===== src/logic/gpio_pin_enable_cfg.svh =====
// Register map and reset values for the enable/direction pin block.
// Assumes a 32-bit APB word map; included by bare name.
`ifndef GPIO_PIN_ENABLE_CFG_SVH
`define GPIO_PIN_ENABLE_CFG_SVH

`define GPIO_PIN_ENABLE_ENABLE_ADDR    32'h01B00000
`define GPIO_PIN_ENABLE_DIR_ADDR       32'h01B00004
`define GPIO_PIN_ENABLE_STATUS_ADDR    32'h01B00008
`define GPIO_PIN_ENABLE_ENABLE_RST     16'h0000
`define GPIO_PIN_ENABLE_DIR_RST        16'h0000
`define GPIO_PIN_ENABLE_PIN_COUNT      16

`endif


===== src/logic/gpio_pin_enable_pkg.sv =====
// Types shared by the pin enable/direction block.
// Assumes the cfg header supplies the numbers.
`include "gpio_pin_enable_cfg.svh"

package gpio_pin_enable_pkg;
    typedef enum {
        GPIO_PIN_ENABLE_SEL_NONE,
        GPIO_PIN_ENABLE_SEL_ENABLE,
        GPIO_PIN_ENABLE_SEL_DIR,
        GPIO_PIN_ENABLE_SEL_STATUS
    } gpio_pin_enable_sel_t;

    typedef struct packed {
        logic [`GPIO_PIN_ENABLE_PIN_COUNT-1:0] enable;
        logic [`GPIO_PIN_ENABLE_PIN_COUNT-1:0] dir;
    } gpio_pin_enable_cfg_t;
endpackage


===== src/logic/gpio_pin_enable_top.sv =====
// Contract
// - Sixteen pins, 15 down to 0, each with enable and direction bits at its own index.
// - A pin acts as general-purpose only while its enable bit is 1.
// - For an enabled pin, direction 0 makes it an input and 1 an output driven by the device.
// - The direction bit has no influence on a pin whose enable bit is clear.
// - After reset all pins are inputs and all direction bits read zero. (Code: enable bits also reset to 0, so each pin's drive follows ALT_OE_N.)
// - The enable bits live in a read/write register at 01B0_0000.
// - The direction bits live in a read/write register at 01B0_0004.
//
// APB slave holding the pin enable and direction registers and the pin muxing.
// Assumes one clock, synchronous active-high reset; every access gets one wait state.
`timescale 1ns/1ps
`default_nettype none
`include "gpio_pin_enable_cfg.svh"

module gpio_pin_enable_top
    import gpio_pin_enable_pkg::*;
#(
    parameter int PINS = `GPIO_PIN_ENABLE_PIN_COUNT
) (
    input  wire logic            CLK_SYS,
    input  wire logic            RST,
    input  wire logic            PSEL,
    input  wire logic            PENABLE,
    input  wire logic            PWRITE,
    input  wire logic [31:0]     PADDR,
    input  wire logic [31:0]     PWDATA,
    input  wire logic [3:0]      PSTRB,
    output var  logic [31:0]     PRDATA,
    output var  logic            PREADY,
    output var  logic            PSLVERR,
    input  wire logic [PINS-1:0] GPIO_DATA_OUT,
    output var  logic [PINS-1:0] GPIO_DATA_IN,
    input  wire logic [PINS-1:0] ALT_OUT,
    input  wire logic [PINS-1:0] ALT_OE_N,
    input  wire logic [PINS-1:0] PIN_IN,
    output var  logic [PINS-1:0] PIN_OUT,
    output var  logic [PINS-1:0] PIN_OE_N
);
    gpio_pin_enable_cfg_t        cfg_r;
    logic [PINS-1:0]  pin_sync;
    logic             access;
    logic             done;
    gpio_pin_enable_sel_t        sel;

    // Byte-lane merge, used by both writable registers
    function automatic logic [PINS-1:0] merge(
        input logic [PINS-1:0] old_v,
        input logic [31:0]     wdata,
        input logic [3:0]      strb
    );
        logic [31:0] res;
        res = 32'(old_v);
        for (int b = 0; b < 4; b++) begin
            if (strb[b]) begin
                res[b*8 +: 8] = wdata[b*8 +: 8];
            end
        end
        return res[PINS-1:0];
    endfunction

    always_comb begin
        unique case (PADDR)
            `GPIO_PIN_ENABLE_ENABLE_ADDR: sel = GPIO_PIN_ENABLE_SEL_ENABLE;
            `GPIO_PIN_ENABLE_DIR_ADDR:    sel = GPIO_PIN_ENABLE_SEL_DIR;
            `GPIO_PIN_ENABLE_STATUS_ADDR: sel = GPIO_PIN_ENABLE_SEL_STATUS;
            default:           sel = GPIO_PIN_ENABLE_SEL_NONE;
        endcase
    end

    // Two-cycle access phase (one wait state); PREADY is a registered pulse
    assign access = PSEL && PENABLE && !PREADY;
    // A write lands only at the edge where the master sees PREADY high
    assign done   = PSEL && PENABLE && PREADY;

    always_ff @(posedge CLK_SYS) begin
        if (RST) begin
            cfg_r.enable <= `GPIO_PIN_ENABLE_ENABLE_RST;
            cfg_r.dir    <= `GPIO_PIN_ENABLE_DIR_RST;
        end else if (done && PWRITE) begin
            if (sel == GPIO_PIN_ENABLE_SEL_ENABLE) begin
                cfg_r.enable <= merge(cfg_r.enable, PWDATA, PSTRB);
            end
            if (sel == GPIO_PIN_ENABLE_SEL_DIR) begin
                cfg_r.dir <= merge(cfg_r.dir, PWDATA, PSTRB);
            end
        end
    end

    always_ff @(posedge CLK_SYS) begin
        if (RST) begin
            PREADY  <= 1'b0;
            PSLVERR <= 1'b0;
            PRDATA  <= 32'h00000000;
        end else begin
            PREADY  <= access;
            PSLVERR <= access && (sel == GPIO_PIN_ENABLE_SEL_NONE);
            PRDATA  <= 32'h00000000;
            if (access && !PWRITE) begin
                unique case (sel)
                    GPIO_PIN_ENABLE_SEL_ENABLE: PRDATA <= {16'h0000, cfg_r.enable};
                    GPIO_PIN_ENABLE_SEL_DIR:    PRDATA <= {16'h0000, cfg_r.dir};
                    GPIO_PIN_ENABLE_SEL_STATUS: PRDATA <= {16'h0000, pin_sync};
                    GPIO_PIN_ENABLE_SEL_NONE:   PRDATA <= 32'h00000000;
                endcase
            end
        end
    end

    gpio_pin_enable_sync #(
        .WIDTH    (PINS)
    ) u_sync (
        .clk      (CLK_SYS),
        .rst      (RST),
        .async_in (PIN_IN),
        .sync_out (pin_sync)
    );

    // Pin mux; a disabled pin is handed to its alternate function
    always_ff @(posedge CLK_SYS) begin
        if (RST) begin
            PIN_OUT      <= '0;
            PIN_OE_N     <= '1;
            GPIO_DATA_IN <= '0;
        end else begin
            for (int i = 0; i < PINS; i++) begin
                if (cfg_r.enable[i]) begin
                    PIN_OUT[i]  <= GPIO_DATA_OUT[i];
                    PIN_OE_N[i] <= !cfg_r.dir[i];
                end else begin
                    PIN_OUT[i]  <= ALT_OUT[i];
                    PIN_OE_N[i] <= ALT_OE_N[i];
                end
                // Input data is only meaningful while the pin is a GP input
                GPIO_DATA_IN[i] <= cfg_r.enable[i] && !cfg_r.dir[i] && pin_sync[i];
            end
        end
    end
endmodule

`default_nettype wire


===== src/logic/gpio_pin_enable_sync.sv =====
// Two-flop synchroniser for the pin input levels.
// Assumes inputs are asynchronous to clk.
`timescale 1ns/1ps
`default_nettype none

module gpio_pin_enable_sync #(
    parameter int WIDTH = 16
) (
    input  wire logic             clk,
    input  wire logic             rst,
    input  wire logic [WIDTH-1:0] async_in,
    output var  logic [WIDTH-1:0] sync_out
);
    logic [WIDTH-1:0] meta_r;

    always_ff @(posedge clk) begin
        if (rst) begin
            meta_r   <= '0;
            sync_out <= '0;
        end else begin
            meta_r   <= async_in;
            sync_out <= meta_r;
        end
    end
endmodule

`default_nettype wire


===== config.mk =====
export PLATFORM = sky130hd
export DESIGN_NAME = gpio_pin_enable_top
export DESIGN_NICKNAME = d
export VERILOG_FILES = /design/src/logic/gpio_pin_enable_pkg.sv /design/src/logic/gpio_pin_enable_top.sv /design/src/logic/gpio_pin_enable_sync.sv
export VERILOG_INCLUDE_DIRS = /design/src /design/src/logic
export SDC_FILE = /design/constraint.sdc
export NUM_CORES = 1
export LEC_CHECK = 0
export BUFFER_PORTS_ARGS = -buffer_cell sky130_fd_sc_hd__buf_4
export CAP_MARGIN = 15
export CORE_UTILIZATION = 47
export CTS_CLUSTER_DIAMETER = 150
export DETAILED_ROUTE_END_ITERATION = 8
export PLACE_DENSITY = 0.86
export SLEW_MARGIN = 10
export SYNTH_ARGS = -nofsm -noshare
export SYNTH_HDL_FRONTEND = slang
export SYNTH_SLANG_ARGS = --single-unit
export TNS_END_PERCENT = 5

===== constraint.sdc =====
create_clock -name CLK_SYS -period 2 [get_ports CLK_SYS]
set_clock_uncertainty 0.1 [all_clocks]
set_input_delay 0.4 -clock CLK_SYS [delete_from_list [all_inputs] [get_ports CLK_SYS]]
set_output_delay 0.4 -clock CLK_SYS [all_outputs]
set_load 0.01 [all_outputs]

**After elaboration in Yosys (flattened, before gate mapping)**

Index checks and enable logic that the tools add are counted.

- Shift operators: 0
- Equality and inequality tests: 8
- $lt $le $gt $ge: 0
- Multipliers: 0
- Bitwise logic cells: 1
- Multiplexer cells: 34
- Add/sub/neg operators: 0
- Div/mod/pow operators: 0
- Reductions and logical operators: 63

Operators by type and width:

| kind | count |
|---|---|
| one-hot mux 32 bit (4 select lines) | 1 |
| == test 32 x 2 -> 1 bit (second input constant) | 3 |
| == test 32 x 25 -> 1 bit (second input constant) | 3 |
| zero test 32 bit | 2 |
| logical AND 1 bit | 38 |
| == test 32 x 1 -> 1 bit (second input constant) | 1 |
| == test 32 x 3 -> 1 bit (second input constant) | 1 |
| two-way mux 1 bit | 32 |
| zero test 1 bit | 18 |
| AND reduction 3 bit | 4 |
| one-hot mux 2 bit (3 select lines) | 1 |
| OR reduction 2 bit | 1 |
| NOT 1 bit | 1 |

- Memories: 0
- Bits of input ports: 137
- Bits in read-only memories: 0
- Register bits: 146
- Output and inout port bits: 82
- Bits in latches: 0
- RAM bits: 0
- Logic and storage cells: 118

**Depth between registers and ports, before layout**

Gate-level depths: netlist of run 1.

- Word-level depth: 5
- Gate-level depth with buffers: 7
- Gate-level depth less buffers: 4

**Cells and area by module**

A second synthesis of run 1 with hierarchy kept.

- Cell total of the unflattened synthesis: 467
- Area, all modules: 4953.5 sq um

By module, submodules not included:

| module | cells an instance | sequential area each (sq um) | instances | area each (sq um) |
|---|---|---|---|---|
| gpio_pin_enable_top | 400 | 1961.9 | 1 | 4090.2 |
| gpio_pin_enable_sync | 67 | 640.6 | 1 | 863.3 |

**Worst setup path before layout of run 1**

No wires, ideal clock.

- Kind: in2reg
- Start: input port PADDR[28]
- End: register cfg_r[0] (netlist name)
- Path slack: 0.369 ns
- Data required time: 1.768 ns
- Arrival time: 1.399 ns
- Buffers on the path: 1
- Cell stages on the path: 5
- Cell sequence: nor4_2 -> nand4_1 -> clkbuf_1 -> o31ai_1 -> a21oi_1

- Word-level cells in the longest chain between the ends: 4
- Elaborated cells between the ends (all ways): 6
- Those cells by class: eq/ne (4); mux (1); reduce/logical (1)

Ends and longest elaborated chain:

| what | line | RTL |
|---|---|---|
| from (decl) | gpio_pin_enable_top.sv:26 | `input wire logic [31:0] PADDR,` |
| == test 32 x 25 -> 1 bit | gpio_pin_enable_top.sv:63 | `unique case (PADDR)` |
| one-hot mux 2 bit (3 select lines) (*) | gpio_pin_enable_top.sv:63 |  |
| == test 32 x 3 -> 1 bit (*) | gpio_pin_enable_top.sv:84 | `if (sel == GPIO_PIN_ENABLE_SEL_DIR) begin` |
| AND reduction 3 bit (no line) (*) | n/a |  |
| to (decl) | gpio_pin_enable_top.sv:40 | `gpio_pin_enable_cfg_t cfg_r;` |

Every way passes the cells marked *; elsewhere a longest branch is shown, timed or not.
A chain may end at the register's enable or synchronous reset.

**Worst setup path after layout of run 1**

- Start: register PREADY
- End: register cfg_r[3] (netlist name)

- Word-level cells in the longest chain between the ends: 3

Ends and longest elaborated chain:

| what | line | RTL |
|---|---|---|
| from (decl) | gpio_pin_enable_top.sv:30 | `output var logic PREADY,` |
| from (signal assigned) | gpio_pin_enable_top.sv:96 | `PREADY <= access;` |
| logical AND 1 bit | gpio_pin_enable_top.sv:74 | `assign done = PSEL && PENABLE && PREADY;` |
| logical AND 1 bit | gpio_pin_enable_top.sv:80 | `end else if (done && PWRITE) begin` |
| AND reduction 3 bit (no line) | n/a |  |

No other way between the ends.

==> metrics list, run 1 <==
- The run finished with clean final reports.
* Fill cell total of the finished layout: 726
- Total Negative Setup Slacks: 0 ps
- Once layout is complete, the utilization of the core stands at slightly above 70%.
- Count of final max-slew check failures: 0
- Including well taps, the total number of placed cells is 791.
* Number of remaining DRC errors: 0
- Pre-CTS setup slack: between 80 and 90 ps
- In this run the power density over the cells is 864 nW/um^2.
- Final instance area: 7140 sq um
* Number of instances in the synthesized netlist: 503
- The first global-routing pass estimated approximately 23 mm of wire.
- Clock insertion delay at the later pin of the skew report: 520 ps
* Clock buffer depth: 2
- Counting flops with a built-in enable in the synthesized netlist gives 0.
- P_int: 4.75 mW
* Vias in the first global route: 4489
- Async set-reset flop share out of synthesis: 0%
- Layout cell share with drive strength beyond 1: between 30% and 40%
- The number of different library cells used by synthesis comes to 25.
- Flip-flop and latch count after synthesis: 130
- The H-tree was split into 4 levels.
- For the pin with the worst max-slew slack, the measured transition is 927 ps.
* X dimension of the die: 104 um
- After global routing the overflow that remains totals 0.
- Clock share of power: 49.0%
- The Yosys step of the flow raised 0 warnings.
- Leading cell type in the layout, fill and taps excluded: sky130_fd_sc_hd__buf_4
* Worst hold-check slack: 6.48 ps
- The first detailed-routing pass ran for 5 iterations.
- The count of cells in the finished layout, fillers not included, comes to 845.
- Part of the Yosys area used for sequential elements: about 53%
- CTS placed an instance of sky130_fd_sc_hd__clkbuf_8 at the clock tree root.
- Total setup violations reported at the end of the flow: 0
- Detailed placement finished with a half-perimeter wire length of 9.20 mm.
* Row Count: 36
- Num ports: 219
* Critical path type: register to register
* Maximum resistive drop on vdd: 0.000578 V
- Achievable Freq: 0.545 GHz
- The analysis attributes to cell leakage a power of 2.91 nW.
- The analysis attributes to net switching a power of 1.42 mW.
- Worst setup SP type: register
- Data on the critical path is required at its endpoint by around 2300 ps.
* Starting utilization of the core area: 49.3%
- Detailed routing inserted a total of 4569 vias.
- Area Overhead vs Synth: 45.6%
- After detailed routing, the average wire length per cell comes to 16.9 um.
- The worst setup path is captured at a register.
- Arr. time, crit path: 2110 ps
- 0 antenna diodes ended up in the layout.
* Total design power: 6.17 mW
- Along the worst path, the maximum fanout reaches 8.
* Synth Flop Type: sky130_fd_sc_hd__dfxtp_1
* Final Hold Viols: 0
- The synthesized netlist occupies a cell area of 4900 sq um.
- Post-cts gate resize count: 0
- Clock slew seen by the registers of the worst setup and hold paths: 60 ps
- TritonCTS buffer count: 17
* Number of buffers inserted by port buffering: between 150 and 200
- 1st-iter DRT viols: 296
- Power share of the sequential group: 43.4%
- Count of nets left with antenna violations after detail routing: 0
* Global-route usage over all layers: 26.9%
- Number of antenna violations at the first check in global routing: 0
- For this block, the routed nets add up to 14.3 mm of wire.
- In this run the mean area of a mapped cell was between 9 and 10 sq um.
- After detailed placement, the total cell area comes to 6340 sq um.
* Most frequent cells in the layout: sky130_fd_sc_hd__buf_4 (189), sky130_fd_sc_hd__dfxtp_1 (130), sky130_fd_sc_hd__a21oi_1 (64)
* RD Place Congestion: 0.773
- The core region is about 10000 sq um.
- Die Footprint: 10800 sq um
- The worst pin sits at a relative slew slack of 37.9%.
- Count of maximum capacitance violations: 0
- Worst hold path class: input pin to register
* Via density per instance: 5.41
* Die height: 104 um
- Pin count of the biggest net entering global routing: 113
- Share of the clock period used by the worst path: between 90% and 100%
- TritonCTS built the clock tree.
- Net switching is 23.0% of the power.
- After the last flow step, the layout net total stands at around 840.
- Setup repair after global routing left no endpoint under its margin.
- The clock drives 130 sinks.
* Share of total power in combinational logic: 7.6%
- Shortest period the worst path allows: 1830 ps
* Setup slack after layout: 166 ps
[worst max-delay path, stage by stage (launching register included)]
cell                      delay [ps]
sky130_fd_sc_hd__dfxtp_1         370
sky130_fd_sc_hd__and4_1          300
sky130_fd_sc_hd__nand3_1         390
sky130_fd_sc_hd__o31ai_1         400
sky130_fd_sc_hd__a21oi_1         120
[registers in the layout (all words and copies together) (netlist names)]
signal / flops
GPIO_DATA_IN: 16
u_sync.meta_r: 16
u_sync.sync_out: 16
PRDATA: 16
cfg_r: 32
PREADY: 1
PIN_OE_N: 16
PSLVERR: 1
PIN_OUT: 16
[area by class of cell]
class / count / area, sq um / share of cell area, %
Tap cell: 133 / 166 / 2.33
Timing Repair Buffer: 215 / 1720 / 24.1
Sequential cell: 130 / 2600 / 36.4
Clock inverter: 14 / 155 / 2.17
Inverter: 16 / 60.1 / 0.841
Multi-Input combinational cell: 319 / 2010 / 28.2
Clock buffer: 18 / 428 / 5.99
[cell families (layout without fill, tap and decap cells)]
group,after synthesis,count (layout),synth area share (%)
simple gates,159,159,20.1
mux,32,32,6.53
buf+inv,69,263,7.14
other cells,1,16,0.0765
compound gates,112,112,13.1
flops,130,130,53.1
[repair_timing]
item                                   in CTS  in global routing
hold buffers                               21                  1
buffers inserted                            0                  0
endpoints found under the hold margin      21                  1
[Yosys cell counts, drive strengths merged (2+ instances only)]
| library cell | count | area, sq um |
|---|---|---|
| a21oi | 64 | 320 |
| nor2b | 33 | 206 |
| nor3 | 2 | 10.0 |
| and4 | 4 | 35.0 |
| clkbuf | 20 | 75.1 |
| o21ai | 16 | 80.1 |
| inv | 16 | 60.1 |
| nor2 | 49 | 184 |
| nor4 | 5 | 62.6 |
| nand2 | 2 | 7.51 |
| and4bb | 2 | 25.0 |
| nand4 | 35 | 219 |
| o31ai | 32 | 240 |
| mux2i | 32 | 320 |
| nor4b | 16 | 140 |
| and3 | 2 | 12.5 |
| nor3b | 2 | 25.0 |
| buf | 33 | 215 |
| nand3b | 2 | 15.0 |
| nand3 | 3 | 15.0 |
| dfxtp | 130 | 2600 |
[metal layers]
layer / vias to the layer above / global-route usage, % / share of wire (%)
met2: 217 / 48.0 / 52
met1: 2175 / 31.7 / 40
met5: - / 0 / 0
met3: 22 / 6.52 / 6.7
met4: 0 / 8.47 / 1.2
li1: 2155 / - / -
[worst paths after layout]
| check | slack (ps) | end | start | cells after the start |
|---|---|---|---|---|
| worst max-delay path | 170 | cfg_r[3]$_SDFFE_PP0P_ | PREADY$_SDFF_PP0_ | 4 |
| worst min-delay path | 6 | PIN_OE_N[2]$_SDFF_PP1_ | ALT_OE_N[2] | 3 |
| worst max register to register | 170 | cfg_r[3]$_SDFFE_PP0P_ | PREADY$_SDFF_PP0_ | 4 |
| worst min register to register | 340 | u_sync.sync_out[6]$_SDFF_PP0_ | u_sync.meta_r[6]$_SDFF_PP0_ | 1 |
[power by group through the flow]
stage / combinational [mW] / clock (mW) / sequential [mW]
4_1_cts: 0.462 / 3.03 / 2.68
3_3_place_gp: 0.415 / 0 / 2.73
6_report: 0.467 / 3.03 / 2.68
3_5_place_dp: 0.427 / 0 / 2.73
2_1_floorplan: 0.158 / 0 / 2.75
5_1_grt: 0.501 / 3.18 / 2.68
(Power assumes the default switching activity.)
==> run 2, diff against run 1 <==
--- a/config.mk
+++ b/config.mk
@@ -6,12 +6,13 @@
 export SDC_FILE = /design/constraint.sdc
 export NUM_CORES = 1
 export LEC_CHECK = 0
+export ABC_AREA = 1
 export BUFFER_PORTS_ARGS = -buffer_cell sky130_fd_sc_hd__buf_4
 export CAP_MARGIN = 15
 export CORE_UTILIZATION = 47
 export CTS_CLUSTER_DIAMETER = 150
 export DETAILED_ROUTE_END_ITERATION = 8
-export PLACE_DENSITY = 0.86
+export PLACE_DENSITY = 0.85
 export SLEW_MARGIN = 10
 export SYNTH_ARGS = -nofsm -noshare
 export SYNTH_HDL_FRONTEND = slang
==> run 2 against run 1 <==
Fmax rose by 11%. Combinational power fell by 2%. First-iteration DRC count rose by 21%. Final area rose by 3.0%. Hold slack improved by 4.9 ps. Utilization fell by 0.83 points. Wire length fell by 6.5%. Die area rose by 2.6%. Power fell by 0.63%. Sequential cell count did not move. Largest power group unchanged.
==> metrics list, run 2 <==
- The run finished with clean final reports.
- Maximum resistive drop on vdd: 0.000552 V (-4.5%)
- Slew at the pin with the worst max-slew slack: 663 ps (-264 ps)
- Max H-tree Level: 4 (unchanged)
- The critical path goes through inv_2 > nor4_4 > nand2_1 > nand2_1 > a21oi_1.
- The average cell area after synthesis came to 7.53 sq um (-23%).
- The remaining global-route overflow was 0 (unchanged).
- Total design power: 6.13 mW (-0.63%)
- Worst hold path class: input pin to register
- Critical path depth in cells: 5 (+1)
- Arr. time, crit path: 1920 ps (-190 ps)
* Row Count: 37 (+2.8%)
* Number of instances in the synthesized netlist: 669 (+33%)
- For this run, the leading register cell type out of synthesis is sky130_fd_sc_hd__dfxtp_1.
- Highest-delay cell along the critical path: sky130_fd_sc_hd__nor4_4
- Total wire length: 13.4 mm (-6.5%)
- 1st-iter DRT viols: 359 (+21%)
- Vias in the first global route: 4757 (+6.0%)
- The initial antenna violation count is 0 (unchanged).
- Critical path's largest stage delay: 430 ps (+30 ps)
- P_int: 4.75 mW (-0.18%)
- Sink Count: 130 (unchanged)
- The cell sitting at the root of the clock tree is a sky130_fd_sc_hd__clkbuf_8.
- Most flop-heavy register: cfg_r
* Most frequent cells in the layout: sky130_fd_sc_hd__buf_4 (196), sky130_fd_sc_hd__nor2_1 (146), sky130_fd_sc_hd__dfxtp_1 (130)
- Cell Area, Synth: 5040 sq um (+2.7%)
- Relative max-transition margin: 55.8% (+18 points)
- The reported leakage power is 3.36 nW (+15%).
* Switch share: 22.6% (-0.35 points)
- Count of inserted antenna diode cells: 0 (unchanged)
- Worst setup EP type: register
* Count of cell types in the netlist: 26 (+4.0%)
- The number of warning messages in the yosys log came to 0 (unchanged).
- The number of synthesized flops with an enable pin is 0 (unchanged).
- The number of slew-limit violations in the final report was 0 (unchanged).
* Fill cell total of the finished layout: 803 (+11%)
* Critical path type: register to register
- The number of antenna-violating nets in the routed design is 0 (unchanged).
- Top area cells in the synthesized netlist: sky130_fd_sc_hd__dfxtp_1 (52%), sky130_fd_sc_hd__nor2_1 (11%), sky130_fd_sc_hd__nand2_1 (8.7%)
* Achievable Freq: 0.605 GHz (+11%)
- RD Place Congestion: 0.764 (-1.2%)
* Via density per instance: 4.73 (-13%)
* Pin count of the biggest net entering global routing: 65 (-42%)
- Share of total power in combinational logic: 7.5% (about the same)
- The port buffer count was 184 (unchanged).
- The cell family contributing the most delay on the critical path is simple AND/OR/NAND/NOR gates.
- The worst hold path cell count is 3 (unchanged).
* Total length of routed met3 wires: 812 um (-16%)
- Clock insertion delay at the later pin of the skew report: 510 ps (about the same)
* Portion of synthesized cell area occupied by the leading cell type: 51.7% (-1.4 points)
- The area taken by flip-flops and latches was 2600 sq um (unchanged).
* Global-route usage over all layers: 25.4% (-1.5 points)
* List of most frequent post-synthesis cells: sky130_fd_sc_hd__nor2_1 (146), sky130_fd_sc_hd__dfxtp_1 (130), sky130_fd_sc_hd__nand2_1 (117), sky130_fd_sc_hd__inv_1 (83), sky130_fd_sc_hd__nand3_1 (82)
* PwrDens: 834 nW/um^2 (-3.5%)
* Leading cell type in the layout, fill and taps excluded: sky130_fd_sc_hd__buf_4
* Number of iterations in the first detailed-routing pass: 5 (unchanged)
- Met2 Wirelength: 6.66 mm (-11%)
* Net count, final: 1025 (+23%)
- Worst path required time: 2260 ps (-20 ps)
- Starting utilization of the core area: 48.6% (-0.69 points)
* Max reg flops: 32 (unchanged)
- Cell type with the highest occurrence count on the critical path: sky130_fd_sc_hd__nand2_1
- The die outline area is 11100 sq um (+2.6%).
- Setup repair after global routing left no endpoint under its margin.
- TritonCTS clock tree: yes
- The register bit count reported by yosys is 130 (unchanged).
* TritonCTS buffer count: 17 (unchanged)
- The core footprint is 10400 sq um (+4.2%).
* Routed wire length per instance: 12.9 um (-24%)
- Post-cts gate resize count: 0 (unchanged)
* Clock slew seen by the registers of the worst setup and hold paths: 60 ps (about the same)
- Hold bufs inserted after CTS: 25 (+19%)
- Final HPWL from detailed placement: 8.90 mm (-3.2%)
- The buffers inserted during post-CTS setup optimization came to 0 (unchanged).
- The setup total negative slack was 0 ps (unchanged).
* Depth of the most critical reg-to-reg path: 5 (+1)
- Total setup violations reported at the end of the flow: 0 (unchanged)
- Met1 wire length: 5.55 mm (-2.5%)
- Yosys instantiated no cell more often than sky130_fd_sc_hd__nor2_1.
- Die height: 106 um (+1.3%)
- The share of cells above drive strength 1 was 27.3% (-5.8 points).
* Clock share of power: 48.8% (-0.2 points)
* Multi-input logic area: 1920 sq um (-4.6%)
- Worst setup SP type: register
- Yosys top cell by area: sky130_fd_sc_hd__dfxtp_1
* Critical Path Fanout Max: 8 (unchanged)
- Async set-reset flop share out of synthesis: 0% (unchanged)
* X dimension of the die: 106 um (+1.3%)
- The power dissipated by switching net loads was 1.39 mW (-2.1%).
* Area Overhead vs Synth: 46.0%
* Buf+Inv Stages, Crit Path: 1 (+1)
- The number of failing hold endpoints at the final stage is 0 (unchanged).
- The final worst-path cycle share came to 82.7% (-9.0 points).
* Num ports: 219 (unchanged)
- Clock buffer depth: 2 (unchanged)
- Count of maximum capacitance violations: 0 (unchanged)
* Highest signal layer in the routed design: met4
- The sequential-to-total area share from yosys stat came to 51.7% (-1.4 points).
- The wire length of the first global-routing pass was 22.2 mm (-3.7%).
- The time the worst path needs with I/O delays and setup came to 1650 ps (-181 ps).
- Vias: 4905 (+7.4%)
- Number of remaining DRC errors: 0 (unchanged)
- Power share of the sequential group: 43.7% (+0.3 points)
-- run 2: final timing paths --
path | from | end | slack [ps]
min | PIN_IN[0] | u_sync.meta_r[0]$_SDFF_PP0_ | 10
max | PREADY$_SDFF_PP0_ | cfg_r[20]$_SDFFE_PP0P_ | 350
min reg2reg | u_sync.meta_r[12]$_SDFF_PP0_ | u_sync.sync_out[12]$_SDFF_PP0_ | 300
max reg2reg | PREADY$_SDFF_PP0_ | cfg_r[20]$_SDFFE_PP0P_ | 350
-- run 2: worst reg2reg max path: stages (launching register included) --
cell and delay (ps):
sky130_fd_sc_hd__dfxtp_1 360, sky130_fd_sc_hd__inv_2 70, sky130_fd_sc_hd__nor4_4 430, sky130_fd_sc_hd__nand2_1 330, sky130_fd_sc_hd__nand2_1 150, sky130_fd_sc_hd__a21oi_1 70
-- run 2: cell families after synthesis --
group / after synthesis / share of synthesized area, %
other: 1 / 0.0744
AOI/OAI and AO/OA: 49 / 4.92
xor gates and xnor gates: 1 / 0.174
buffers and inverters: 124 / 11.4
and+or+nand+nor: 364 / 31.8
DFF: 130 / 51.7
-- run 2: routing by layer --
metal	GRT usage, %	vias up
met5	0	-
met4	11.0	0
met3	6.25	28
met2	44.4	188
met1	29.4	2214
li1	-	2475
-- run 2: stage by stage --
stage	worst slack, ps	hold WS, ps	cell area (sq um)	instances	utilization (%)
after global placement	71.2	289	6500	978	62.7
after detailed placement	27.2	292	6500	978	62.7
after floorplan	411	288	5090	684	-
after CTS	363	1.66	7330	1035	70.7
final	347	11.4	7350	1037	70.9
after global routing	268	3.53	7350	1037	70.9
-- run 2: power by group through the flow --
stage / registers, mW / clock network, mW / logic [mW]
floorplan: 2.75 / 0 / 0.153
global placement: 2.73 / 0 / 0.406
detailed placement: 2.74 / 0 / 0.414
CTS: 2.68 / 3.02 / 0.453
global route: 2.68 / 3.18 / 0.504
finish: 2.68 / 2.99 / 0.458
-- run 2: cell type report --
class                           count  share of cell area (%)
Multi-Input combinational cell    430                    26.1
Clock inverter                     13                    2.04
Clock buffer                       19                    5.87
Timing Repair Buffer              224                    24.0
Inverter                           85                    4.34
Sequential cell                   130                    35.4
Tap cell                          136                    2.31
==> run 3, diff against run 2 <==
==> constraint.sdc (replaced) <==
create_clock -name CLK_SYS -period 1.75 [get_ports CLK_SYS]
set_clock_uncertainty 0.1 [all_clocks]
set_input_delay 0.35 -clock CLK_SYS [delete_from_list [all_inputs] [get_ports CLK_SYS]]
set_output_delay 0.35 -clock CLK_SYS [all_outputs]
set_load 0.01 [all_outputs]
==> run 3 against run 2 <==
Register-to-register slack worse by 220 ps. Sequential cell count unchanged. Via count up 4.7%. Die area unchanged. First-iteration DRC count down 8.9%. Non-clock buffer count up 41.
==> metrics list, run 3 (synthesis gave the netlist of run 2 again) <==
* Number of antenna violations at the first check in global routing: 0 (unchanged)
* Num ports: 219 (unchanged)
* RD Place Congestion: 0.786 (+2.9%)
* X dimension of the die: 106 um (unchanged)
* Run status: complete, no violations
* Maximum resistive drop on vdd: 0.000621 V (+13%)
- The number of search-and-repair iterations in the first detailed-routing pass was 5 (unchanged).
* Leakage component of the power: 3.59 nW (+6.9%)
- RSZ-0062 raised after global routing: no
- The largest stage delay on the critical path was 400 ps (-30 ps).
- Most frequent cells in the layout: sky130_fd_sc_hd__buf_4 (198), sky130_fd_sc_hd__nor2_1 (146), sky130_fd_sc_hd__dfxtp_1 (130)
- Worst hold path class: input pin to register
- The maximum fanout along the worst path is 8 (unchanged).
* Max reg flops: 32 (unchanged)
- Routed wire length per instance: 13.4 um (+3.5%)
* Clock Tree Root: sky130_fd_sc_hd__clkbuf_8
- Count of inserted antenna diode cells: 0 (unchanged)
* Total wire length: 14.4 mm (+7.6%)
- Worst path required time: 2030 ps (-230 ps)
* Worst setup SP type: register
- The number of buffers created by CTS was 17 (unchanged).
- The maximum achievable frequency was 0.614 GHz (+1.6%).
* Cell type with the highest occurrence count on the critical path: sky130_fd_sc_hd__nand2_1
- 1st-iter DRT viols: 327 (-8.9%)
- The final total power was 7.20 mW (+17%).
- Most flop-heavy register: cfg_r
* List of cells traversed by the critical path: inv_2 > nor4_4 > nand2_1 > nand2_1 > a21oi_1
- The final worst hold slack came to 30.6 ps (+19.2 ps).
* Layout cell share with drive strength beyond 1: 26.8% (-0.55 points)
* Row Count: 37 (unchanged)
* Count of nets left with antenna violations after detail routing: 0 (unchanged)
- Setup slack after layout: 122 ps (-225 ps)
- The number of placed instances with taps included came to 984 (+0.61%).
- The final layout net count came to 1066 (+4.0%).
* Number of buffers inserted by port buffering: 184 (unchanged)
- The clock net sink count came to 130 (unchanged).
* Total Negative Setup Slacks: 0 ps (unchanged)
* Shortest period the worst path allows: 1630 ps (-25.4 ps)
- On the critical path, the stage with the largest delay is an instance of sky130_fd_sc_hd__nor4_4.
- Layout Cells excl Fill: 1078 (+4.0%)
- The H-tree level count is 4 (unchanged).
* Via density per instance: 4.76 (+0.71%)
- The detailed placement HPWL was 9.38 mm (+5.4%).
* Global-route usage over all layers: 26.7% (+1.3 points)
- First-pass GRT wire length: 23.3 mm (+5.0%)
- The via count of the first global-routing pass was 4970 (+4.5%).
- The post-place setup slack came to -97.8 ps (-125 ps).
- Count of final max-slew check failures: 0 (unchanged)
* Arr. time, crit path: 1910 ps (about the same)
* Final core area utilization: 75.3% (+4.4 points)
- The number of max-cap violations came to 0 (unchanged).
- The placed cell area was 6600 sq um (+1.5%).
* Leading cell type in the layout, fill and taps excluded: sky130_fd_sc_hd__buf_4
- Share of the clock period used by the worst path: 93.0% (+10 points)
- The die outline area is 11100 sq um (unchanged).
- The remaining global-route overflow was 0 (unchanged).
- The core footprint was 10400 sq um (unchanged).
- Die height: 106 um (unchanged)
* Critical path type: register to register
- Worst setup EP type: register
- The power per unit of standard cell area came to 921 nW/um^2 (+10%).
* Area Overhead vs Synth: 55.1%
- Setup slack of the most critical reg-to-reg path: 120 ps (-220 ps)
- The clock latency reported for the late side of the worst-skew pair was 510 ps (about the same).
* Number of remaining DRC errors: 0 (unchanged)
- TritonCTS built the clock tree.
- The maximum number of pins on one net before global-route repair is 49 (-25%).
* Starting utilization of the core area: 48.6% (unchanged)
- The setup-violating endpoint count in the final report came to 0 (unchanged).
- Buf+Inv Stages, Crit Path: 1 (unchanged)
- Final Hold Viols: 0 (unchanged)
- Clock slew seen by the registers of the worst setup and hold paths: 60 ps (about the same)
* Clock buffer depth: 2 (unchanged)
* Family with the most delay on the worst path: simple AND/OR/NAND/NOR gates
- Vias: 5135 (+4.7%)
- The final design instance area without fill came to 7810 sq um (+6.2%).
run 3: cell types whose count changed in the layout (fill, tap and decap cells not counted), moves of 2 or more:
cell                            before  now
sky130_fd_sc_hd__dlygate4sd3_1      27   62
sky130_fd_sc_hd__buf_12              1    5
sky130_fd_sc_hd__clkinvlp_4          5    2
sky130_fd_sc_hd__buf_4             196  198
sky130_fd_sc_hd__clkinv_2            0    2
run 3: repair_timing:
action,CTS,global route
hold buffers,62,0
resized for setup,0,0
hold endpoints to repair,48,0
buffers inserted,0,0
run 3: report_power, final:
part / switching, mW / total, mW / leakage (nW) / internal [mW]
Clock: 1.34 / 3.53 / 0.287 / 2.19
Sequential: 0.0284 / 3.06 / 1.06 / 3.04
Combinational: 0.240 / 0.600 / 2.24 / 0.359
run 3: final cells by class:
type,instances,area (sq um)
Timing Repair Buffer,265,2210
Inverter,85,319
Clock inverter,14,176
Clock buffer,18,418
Multi-Input combinational cell,430,1920
Fill cell,724,2560
Tap cell,136,170
Sequential cell,130,2600
run 3: final timing paths:
kind                                from                             to  depth (start not counted)
max                    PREADY$_SDFF_PP0_         cfg_r[22]$_SDFFE_PP0P_                          5
min                            PWDATA[2]         cfg_r[18]$_SDFFE_PP0P_                          3
max reg2reg            PREADY$_SDFF_PP0_         cfg_r[22]$_SDFFE_PP0P_                          5
min reg2reg  u_sync.meta_r[3]$_SDFF_PP0_  u_sync.sync_out[3]$_SDFF_PP0_                          2
run 3: worst reg2reg max path, delay by kind of cell, from the launching register on:
family | cells | cell delay [ps]
flops | 1 | 380
buf+inv | 1 | 80
compound gates | 1 | 70
simple gates | 3 | 890
run 3: metal layers:
metal	part of all wire (%)	global-route usage [%]
met1	41	30.6
met2	51	48.5
met3	5.8	5.57
met4	2.2	9.92
met5	0	0
